--- config.mk ---
export PLATFORM = sky130hd
export DESIGN_NAME = wdg_top
export DESIGN_NICKNAME = d
export VERILOG_FILES = /design/src/logic/wdg_pkg.sv /design/src/logic/wdg_top.sv
export SDC_FILE = /design/constraint.sdc
export NUM_CORES = 1
export LEC_CHECK = 0
export BUFFER_PORTS_ARGS = -buffer_cell sky130_fd_sc_hd__buf_4
export CORE_MARGIN = 2
export CORE_UTILIZATION = 50
export DETAILED_ROUTE_END_ITERATION = 12
export PLACE_DENSITY_LB_ADDON = 0.12
export SLEW_MARGIN = 20
export SYNTH_ARGS = -nofsm -noshare
export SYNTH_HDL_FRONTEND = slang
export SYNTH_SLANG_ARGS = --single-unit
--- constraint.sdc ---
create_clock -name clk_sys_i -period 4 [get_ports clk_sys_i]
set_clock_uncertainty 0.15 [all_clocks]
set_input_delay 1.2 -clock clk_sys_i [delete_from_list [all_inputs] [get_ports clk_sys_i]]
set_output_delay 1.2 -clock clk_sys_i [all_outputs]
set_load 0.02 [all_outputs]
--- src/logic/wdg_pkg.sv ---
// package of register map, field positions and constants for the watchdog block
`default_nettype none
package wdg_pkg;
  // ****************************************************************
  // register map (byte addresses)
  // ****************************************************************
  localparam logic [7:0] WDG_ADDR_RST_CAUSE = 8'h00; // reset_cause_status
  localparam logic [7:0] WDG_ADDR_CONTROL   = 8'h04; // watchdog_control

  // ****************************************************************
  // reset_cause_status fields
  // ****************************************************************
  localparam int WDG_BIT_SCAN = 4; // scan_chain_reset_flag
  localparam int WDG_BIT_WDOG = 3; // watchdog_reset_flag
  localparam int WDG_BIT_DIP  = 2; // supply_dip_reset_flag
  localparam int WDG_BIT_PIN  = 1; // pin_reset_flag
  localparam int WDG_BIT_POR  = 0; // power_on_reset_flag
  localparam logic [7:0] WDG_CAUSE_RST_VAL = 8'h01; // only the power-on flag
  localparam logic [7:0] WDG_CAUSE_FULL    = 8'h1F; // flags present normally
  localparam logic [7:0] WDG_CAUSE_LEGACY  = 8'h03; // flags kept in legacy mode

  // ****************************************************************
  // watchdog_control fields
  // ****************************************************************
  localparam int WDG_BIT_UNLOCK = 4; // watchdog_change_unlock
  localparam int WDG_BIT_EN     = 3; // watchdog_enable
  localparam int WDG_PS_HI      = 2; // timeout_prescale_select msb
  localparam int WDG_PS_W       = 3; // timeout_prescale_select width
  localparam logic [2:0] WDG_RSVD_ZERO = 3'h0; // bits 7:5
  localparam logic [2:0] WDG_PS_RST    = 3'h0; // shortest time-out

  // ****************************************************************
  // timing
  // ****************************************************************
  localparam logic [2:0] WDG_UNLOCK_CYCLES = 3'h4; // unlock window, clk cycles
  localparam int WDG_TIMEOUT_BASE = 16384; // oscillator cycles at select 000

  // safety level, one-hot
  typedef enum logic [2:0] {
    WDG_LVL0 = 3'b001,
    WDG_LVL1 = 3'b010,
    WDG_LVL2 = 3'b100
  } wdg_level_type;
endpackage
`default_nettype wire

--- src/logic/wdg_top.sv ---
// watchdog control, timed unlock, prescaled time-out and reset-cause flags
//
// Function
// level 1: starts off, enabling is free
// unlock write sets change-unlock and enable together; level 0 opens the window on change-unlock alone
// level 1: new settings accepted inside window
// level 2: always running, enable reads one
// level 2: prescaler change by timed sequence
// level 2: watchdog can never be disabled
// scan-chain reset sets bit 4
// watchdog reset sets bit 3
// supply-dip reset sets bit 2
// pin reset sets bit 1
// power-on flag cleared only by software
// legacy mode keeps pin and power-on flags
// control bits 7:5 read zero
// change-unlock self-clears after four cycles
// enable clears only while unlocked
// levels 1,2: prescaler locked without unlock
// enable starts, permitted zero stops watchdog
// prescaler doubles time-out from 16384 cycles
// safety level follows two fuses
// counter restarts on restart, disable, reset
// expiry gives one-cycle reset pulse
// level 0: prescaler change always allowed
// writing one leaves flag unchanged
// oscillator synchronised into system clock
`timescale 1ns/100ps
`default_nettype none
module wdg_top
  import wdg_pkg::*;
#(
  parameter int TIMEOUT_BASE = WDG_TIMEOUT_BASE, // oscillator cycles at 000
  parameter int CNT_W        = 21                // watchdog counter width
) (
  input  wire logic       clk_sys_i,                 // system clock, 40 MHz
  input  wire logic       resetn_i,                  // power-on reset, low
  input  wire logic       wdt_osc_i,                 // watchdog oscillator
  input  wire logic       legacy_compat_fuse_i,      // 1 = programmed
  input  wire logic       watchdog_always_on_fuse_i, // 1 = programmed
  input  wire logic       chip_reset_i,              // any non-power-on reset
  input  wire logic       rst_scan_i,                // cause: scan-chain reset
  input  wire logic       rst_dip_i,                 // cause: supply dip
  input  wire logic       rst_pin_i,                 // cause: reset pin
  input  wire logic       wdt_restart_i,             // restart instruction
  input  wire logic [7:0] reg_addr_i,                // register byte address
  input  wire logic [7:0] reg_wdata_i,               // write data
  input  wire logic       reg_wr_i,                  // write strobe
  input  wire logic       reg_rd_i,                  // read strobe
  output logic      [7:0] reg_rdata_o,               // read data, next cycle
  output logic            wdt_reset_o,               // expiry reset pulse
  output logic            wdt_running_o              // watchdog counting
);

  // ****************************************************************
  // elaboration checks
  // ****************************************************************
  // the longest time-out minus one must fit the counter
  if (TIMEOUT_BASE < 2 || CNT_W > 30 ||
      longint'(TIMEOUT_BASE) * 128 - 1 >= (longint'(1) << CNT_W)) begin : g_chk
    $error("wdg_top: TIMEOUT_BASE does not fit CNT_W");
  end

  // last oscillator tick count of the selected period
  function automatic logic [CNT_W-1:0] last_tick(input logic [2:0] ps);
    int n;
    n = (TIMEOUT_BASE << ps) - 1;
    return n[CNT_W-1:0];
  endfunction

  // ****************************************************************
  // reset release
  // ****************************************************************
  logic rst_meta_r; // first stage, read only by rst_n_r
  logic rst_n_r;    // released reset used by the design

  // asserts at once, releases after two edges
  always_ff @(posedge clk_sys_i or negedge resetn_i) begin
    if (!resetn_i) begin
      rst_meta_r <= 1'b0;
      rst_n_r    <= 1'b0;
    end else begin
      rst_meta_r <= 1'b1;
      rst_n_r    <= rst_meta_r;
    end
  end

  // ****************************************************************
  // oscillator synchroniser
  // ****************************************************************
  logic osc_meta_r; // first stage, read only by osc_s_r
  logic osc_s_r;    // synchronised oscillator level
  logic osc_d_r;    // delayed copy for edge detection
  logic osc_tick;   // one cycle per oscillator rising edge

  // level crossing: the oscillator is far slower than clk_sys_i
  always_ff @(posedge clk_sys_i or negedge rst_n_r) begin
    if (!rst_n_r) begin
      osc_meta_r <= 1'b0;
      osc_s_r    <= 1'b0;
      osc_d_r    <= 1'b0;
    end else begin
      osc_meta_r <= wdt_osc_i;
      osc_s_r    <= osc_meta_r;
      osc_d_r    <= osc_s_r;
    end
  end
  assign osc_tick = osc_s_r & ~osc_d_r;

  // ****************************************************************
  // safety level
  // ****************************************************************
  wdg_level_type lvl; // decoded from the fuses

  // always-on wins over the compat fuse
  always_comb begin
    if (watchdog_always_on_fuse_i) begin
      lvl = WDG_LVL2;
    end else if (legacy_compat_fuse_i) begin
      lvl = WDG_LVL0;
    end else begin
      lvl = WDG_LVL1;
    end
  end

  // ****************************************************************
  // bus decode
  // ****************************************************************
  logic ctl_wr;   // write to watchdog_control
  logic cause_wr; // write to reset_cause_status
  assign ctl_wr   = reg_wr_i && (reg_addr_i == WDG_ADDR_CONTROL);
  assign cause_wr = reg_wr_i && (reg_addr_i == WDG_ADDR_RST_CAUSE);

  // ****************************************************************
  // watchdog_control
  // ****************************************************************
  logic [2:0]          win_r, win_nxt; // unlock window cycles left
  logic                en_r, en_nxt;   // stored enable
  logic [WDG_PS_HI:0]  ps_r, ps_nxt;   // timeout_prescale_select
  logic                unlock_r;       // watchdog_change_unlock
  logic                en_eff;         // enable as seen by the counter
  logic                lvl2;           // level 2 in force
  logic                open_wr;        // write that opens the window
  logic                d_unlock;       // written change-unlock bit
  logic                d_en;           // written enable bit

  assign d_unlock = reg_wdata_i[WDG_BIT_UNLOCK];
  assign d_en     = reg_wdata_i[WDG_BIT_EN];
  assign unlock_r = (win_r != 3'h0);
  assign lvl2     = (lvl == WDG_LVL2);
  assign en_eff   = en_r | lvl2;
  // levels 1 and 2 need enable written one beside the unlock bit
  assign open_wr  = ctl_wr && d_unlock && (d_en || lvl == WDG_LVL0);

  // next control values
  always_comb begin
    win_nxt = unlock_r ? win_r - 3'h1 : win_r;
    en_nxt  = en_r;
    ps_nxt  = ps_r;
    if (chip_reset_i) begin
      // any chip reset returns to the initial state
      win_nxt = 3'h0;
      en_nxt  = 1'b0;
      ps_nxt  = WDG_PS_RST;
    end else if (ctl_wr) begin
      if (open_wr) begin
        win_nxt = WDG_UNLOCK_CYCLES;
      end
      if (d_en) begin
        en_nxt = 1'b1;
      end else if (unlock_r && !lvl2) begin
        en_nxt = 1'b0;
      end
      // locked levels take a prescaler only in a write inside the window without change-unlock
      case (lvl)
        WDG_LVL0: ps_nxt = reg_wdata_i[WDG_PS_HI:0];
        WDG_LVL1,
        WDG_LVL2: begin
          if (unlock_r && !d_unlock) begin
            ps_nxt = reg_wdata_i[WDG_PS_HI:0];
          end
        end
        default: ps_nxt = ps_r;
      endcase
    end
  end

  // control registers
  always_ff @(posedge clk_sys_i or negedge rst_n_r) begin
    if (!rst_n_r) begin
      win_r <= 3'h0;
      en_r  <= 1'b0;
      ps_r  <= WDG_PS_RST;
    end else begin
      win_r <= win_nxt;
      en_r  <= en_nxt;
      ps_r  <= ps_nxt;
    end
  end

  // ****************************************************************
  // watchdog counter
  // ****************************************************************
  logic [CNT_W-1:0] wcnt_r, wcnt_nxt; // oscillator ticks counted
  logic             exp_r, exp_nxt;   // expiry pulse

  // counts synchronised ticks, held at zero while stopped
  always_comb begin
    wcnt_nxt = wcnt_r;
    exp_nxt  = 1'b0;
    if (!en_eff || wdt_restart_i || chip_reset_i) begin
      wcnt_nxt = '0;
    end else if (osc_tick) begin
      if (wcnt_r >= last_tick(ps_r)) begin
        // a shorter period chosen late expires on the next tick
        wcnt_nxt = '0;
        exp_nxt  = 1'b1;
      end else begin
        wcnt_nxt = wcnt_r + CNT_W'(1);
      end
    end
  end

  // counter registers
  always_ff @(posedge clk_sys_i or negedge rst_n_r) begin
    if (!rst_n_r) begin
      wcnt_r <= '0;
      exp_r  <= 1'b0;
    end else begin
      wcnt_r <= wcnt_nxt;
      exp_r  <= exp_nxt;
    end
  end

  assign wdt_reset_o   = exp_r;
  assign wdt_running_o = en_eff;

  // ****************************************************************
  // reset_cause_status
  // ****************************************************************
  logic [7:0] cause_r, cause_nxt; // reset-cause flags
  logic [7:0] cause_set;          // flags raised this cycle
  logic [7:0] cause_mask;         // flags that exist in this mode

  // a set in the same cycle as a software clear wins
  always_comb begin
    cause_set               = 8'h00;
    cause_set[WDG_BIT_SCAN] = rst_scan_i;
    cause_set[WDG_BIT_WDOG] = exp_r;
    cause_set[WDG_BIT_DIP]  = rst_dip_i;
    cause_set[WDG_BIT_PIN]  = rst_pin_i;
    cause_mask = legacy_compat_fuse_i ? WDG_CAUSE_LEGACY : WDG_CAUSE_FULL;
    cause_nxt  = cause_r;
    if (cause_wr) begin
      cause_nxt = cause_r & reg_wdata_i;
    end
    cause_nxt = (cause_nxt | cause_set) & cause_mask;
  end

  // power-on leaves only its own flag
  always_ff @(posedge clk_sys_i or negedge rst_n_r) begin
    if (!rst_n_r) begin
      cause_r <= WDG_CAUSE_RST_VAL;
    end else begin
      cause_r <= cause_nxt;
    end
  end

  // ****************************************************************
  // read data
  // ****************************************************************
  logic [7:0] rdata_r, rdata_nxt; // read data, valid one cycle

  // unmapped addresses and idle cycles give zero
  always_comb begin
    rdata_nxt = 8'h00;
    if (reg_rd_i) begin
      case (reg_addr_i)
        WDG_ADDR_RST_CAUSE: rdata_nxt = cause_r;
        WDG_ADDR_CONTROL:   rdata_nxt = {WDG_RSVD_ZERO, unlock_r, en_eff, ps_r};
        default:            rdata_nxt = 8'h00;
      endcase
    end
  end

  // read register
  always_ff @(posedge clk_sys_i or negedge rst_n_r) begin
    if (!rst_n_r) begin
      rdata_r <= 8'h00;
    end else begin
      rdata_r <= rdata_nxt;
    end
  end
  assign reg_rdata_o = rdata_r;
endmodule
`default_nettype wire

==> impl_metrics.json <==
{
  "synth_top_area_share_pct": 41.8,
  "r2r_start": "ps_r[2]",
  "tns_ps": 0,
  "crit_family": "simple AND/OR/NAND/NOR gates",
  "io_buffers": 31,
  "post_cts_buffers": 0,
  "drtIter0Drc": 96,
  "boundaryPins": 38,
  "synth_top_cell_by_area": "dfrtp_1",
  "vias_per_cell": 5.63,
  "slowest_delay_ps": 470,
  "tightest_slew_ps": 908,
  "synth_ff_type": "dfrtp_1",
  "ys_types": 48,
  "synth-edff-count": 0,
  "rsz0062_at_grt": "false",
  "fmax_ghz": 0.286,
  "insertion_delay_ps": 290,
  "cts_sinks": 44,
  "drt.antenna.violating_nets": 0,
  "pre_cts_ws_ps": 524,
  "fin_hold_ws_ps": 206,
  "grt_pass1_vias": 1879,
  "cts_buffer_depth": 2,
  "layout-drive-gt1-share_pct": 21.5,
  "slew_headroom_pct": 39.5,
  "die_w_um": 75.7,
  "end_kind": "flip-flop",
  "p_leak_nw": 1.28,
  "power.switching_uw": 262,
  "wl_um": 5510,
  "synth-seq-cells": 44,
  "dp.cells": 365,
  "cts_buffers": 5,
  "setup_viol": 0,
  "layout_commonest_cell": "dfrtp_1",
  "crit_path_top_delay_cell": "dfrtp_1",
  "p_sw_share_pct": 24.7,
  "clkPwrFrac_pct": 37.6,
  "hold_start": "osc_meta_r",
  "cp-startpoint": "ps_r[2]",
  "p_int_uw": 798,
  "period_minus_slack_ps": 3500,
  "die_h_um": 75.7,
  "synth_cells": 272,
  "wl_per_cell_um": 14.8,
  "grt_pass1_wl_um": 8800,
  "cp_common_cell": "ha_1",
  "finalNonFillerCells": 373,
  "hold_viol": 0,
  "synthArstFlopShare_pct": 100,
  "dieArea_um2": 5740,
  "gp_congestion": 0.850,
  "power.density_nw_per_um2": 356,
  "area_growth_pct": 15.8,
  "path_class": "flip-flop to flip-flop",
  "placed_cell_area_um2": 2850,
  "dr_total_vias": 2100,
  "cts_tree": "built",
  "start_util_pct": 51.0,
  "path_clk_slew_ps": 80,
  "core_um2": 5040,
  "worst_hold_path_type": "flip-flop to flip-flop",
  "comb_power_share_pct": 16.5,
  "hpwl_um": 3970,
  "worstPathArrival_ps": 3580,
  "crit_required_ps": 4080,
  "nets": 341,
  "nFillCells": 461,
  "antenna_found_initial": 0,
  "cts_resized": 0,
  "cp_num_buf_inv": 0,
  "drv_cap": 0,
  "synth_area_leaders": "dfrtp_1 42%, ha_1 5.3%, nand2_1 3.4%",
  "root_buffer": "clkbuf_8",
  "final_cell_mix": "42 x dfrtp_1, 34 x buf_4, 23 x nand2_1",
  "route.detailed.drc": 0,
  "yosysWarnings": 0,
  "rows": 26,
  "total_power_mw": 1.06,
  "ctsHoldBuffers": 0,
  "fin_area_um2": 2980,
  "worstPathCellList": "or3_1 > ha_1 > nor3_1 > a21oi_1 > o21a_1 > ha_1 > a211oi_1 > nor2_1 > or3_4 > nor3_4 > a22o_1",
  "setup_slack_ps": 501,
  "antenna_cells": 0,
  "synth_seq_area_share_pct": 42.8,
  "htreeDepth": 2,
  "crit_path_start_kind": "flip-flop",
  "ir_drop_uv": 219,
  "worstPathMaxFanout": 10,
  "grt_overflow": 0,
  "syn_area_um2": 2570,
  "grt_max_degree": 43,
  "first_pass_iters": 5,
  "outcome": "completed",
  "fin_util_pct": 59.1,
  "finalCritPeriodShare_pct": 87.5,
  "gr-usage-all-layers_pct": 20.2,
  "p_seq_share_pct": 45.8,
  "synth.avg_cell_area_um2": 9.46,
  "drv_slew": 0
}
==> layout make-up <==
cell class,instances,area [µm²],share of cell area [%]
Sequential cell,44,1100,37.0
Tap cell,70,87.6,2.94
Clock buffer,6,72.6,2.44
Multi-Input combinational cell,198,1330,44.6
Clock inverter,2,60.1,2.02
Inverter,19,71.3,2.39
Timing Repair Buffer,34,255,8.57
==> state kept, by name (all words and copies together) (netlist names) <==
register / cells
cause_r: 5
osc_meta_r: 1
wcnt_r: 21
reg_rdata_o: 5
rst_n_r: 1
en_r: 1
rst_meta_r: 1
win_r: 3
osc_s_r: 1
osc_d_r: 1
ps_r: 3
wdt_reset_o: 1
==> cells by family after synthesis <==
logic type,Yosys count,share of synthesized area (%)
and+or+nand+nor,105,23.7
xor gates and xnor gates,3,1.02
adders and majority gates,11,5.35
DFF,44,42.8
muxes,1,0.437
other,2,0.292
buffers and inverters,32,5.83
AOI/OAI and AO/OA,74,20.6
==> power groups by stage <==
stage / sequential, mW / combinational, mW / clock, mW
after CTS: 0.486 / 0.176 / 0.408
after global routing: 0.489 / 0.195 / 0.426
final: 0.486 / 0.175 / 0.399
after floorplan: 0.487 / 0.132 / 0
after detailed placement: 0.495 / 0.173 / 0
after global placement: 0.494 / 0.168 / 0
==> per-layer routing <==
layer	GRT usage (%)	vias to the layer above	part of all wire, %
met2	32.6	37	50
li1	-	1040	-
met3	3.57	2	3.6
met1	28.2	1021	46
met4	5.26	0	0.49
met5	0	-	0
==> final timing paths <==
check                      slack (ps)        end  depth (start not counted)
max in group asynchronous        2880  wcnt_r[5]                          0
setup reg to reg                  500  wcnt_r[5]                         11
hold reg to reg                   210    osc_s_r                          0
min in group asynchronous         260   win_r[1]                          0
setup / recovery                  500  wcnt_r[5]                         11
hold / removal                    210    osc_s_r                          0
==> worst register-to-register path, delay by kind of cell, from the launching register on <==
family | cells | cell delay (ps)
adder cells (fa/ha/maj) | 2 | 570
AND/OR/NAND/NOR | 5 | 1570
flip-flops | 1 | 470
AO/OA/AOI/OAI | 4 | 680
==> cells in the mapped netlist, types with 2 or more instances <==
| cell | count |
|---|---|
| nor2_1 | 18 |
| o21ai_0 | 8 |
| and3_1 | 2 |
| nand3_1 | 14 |
| nand4_1 | 8 |
| or3_4 | 2 |
| o31ai_1 | 3 |
| a22oi_1 | 5 |
| inv_1 | 19 |
| a211oi_1 | 2 |
| o21ai_1 | 3 |
| nor2b_1 | 8 |
| a21oi_1 | 9 |
| conb_1 | 2 |
| o21a_1 | 3 |
| buf_2 | 3 |
| dfrtp_1 | 43 |
| or3_1 | 4 |
| clkbuf_1 | 3 |
| a31oi_1 | 10 |
| ha_1 | 11 |
| a31o_2 | 8 |
| nor3_1 | 4 |
| nor3_4 | 4 |
| a22o_1 | 9 |
| buf_4 | 7 |
| xnor2_1 | 2 |
| nand2_1 | 23 |
| and4_4 | 2 |
| o22ai_1 | 8 |
| nand2b_1 | 7 |
| and2_1 | 2 |
(Power assumes the default switching activity.)
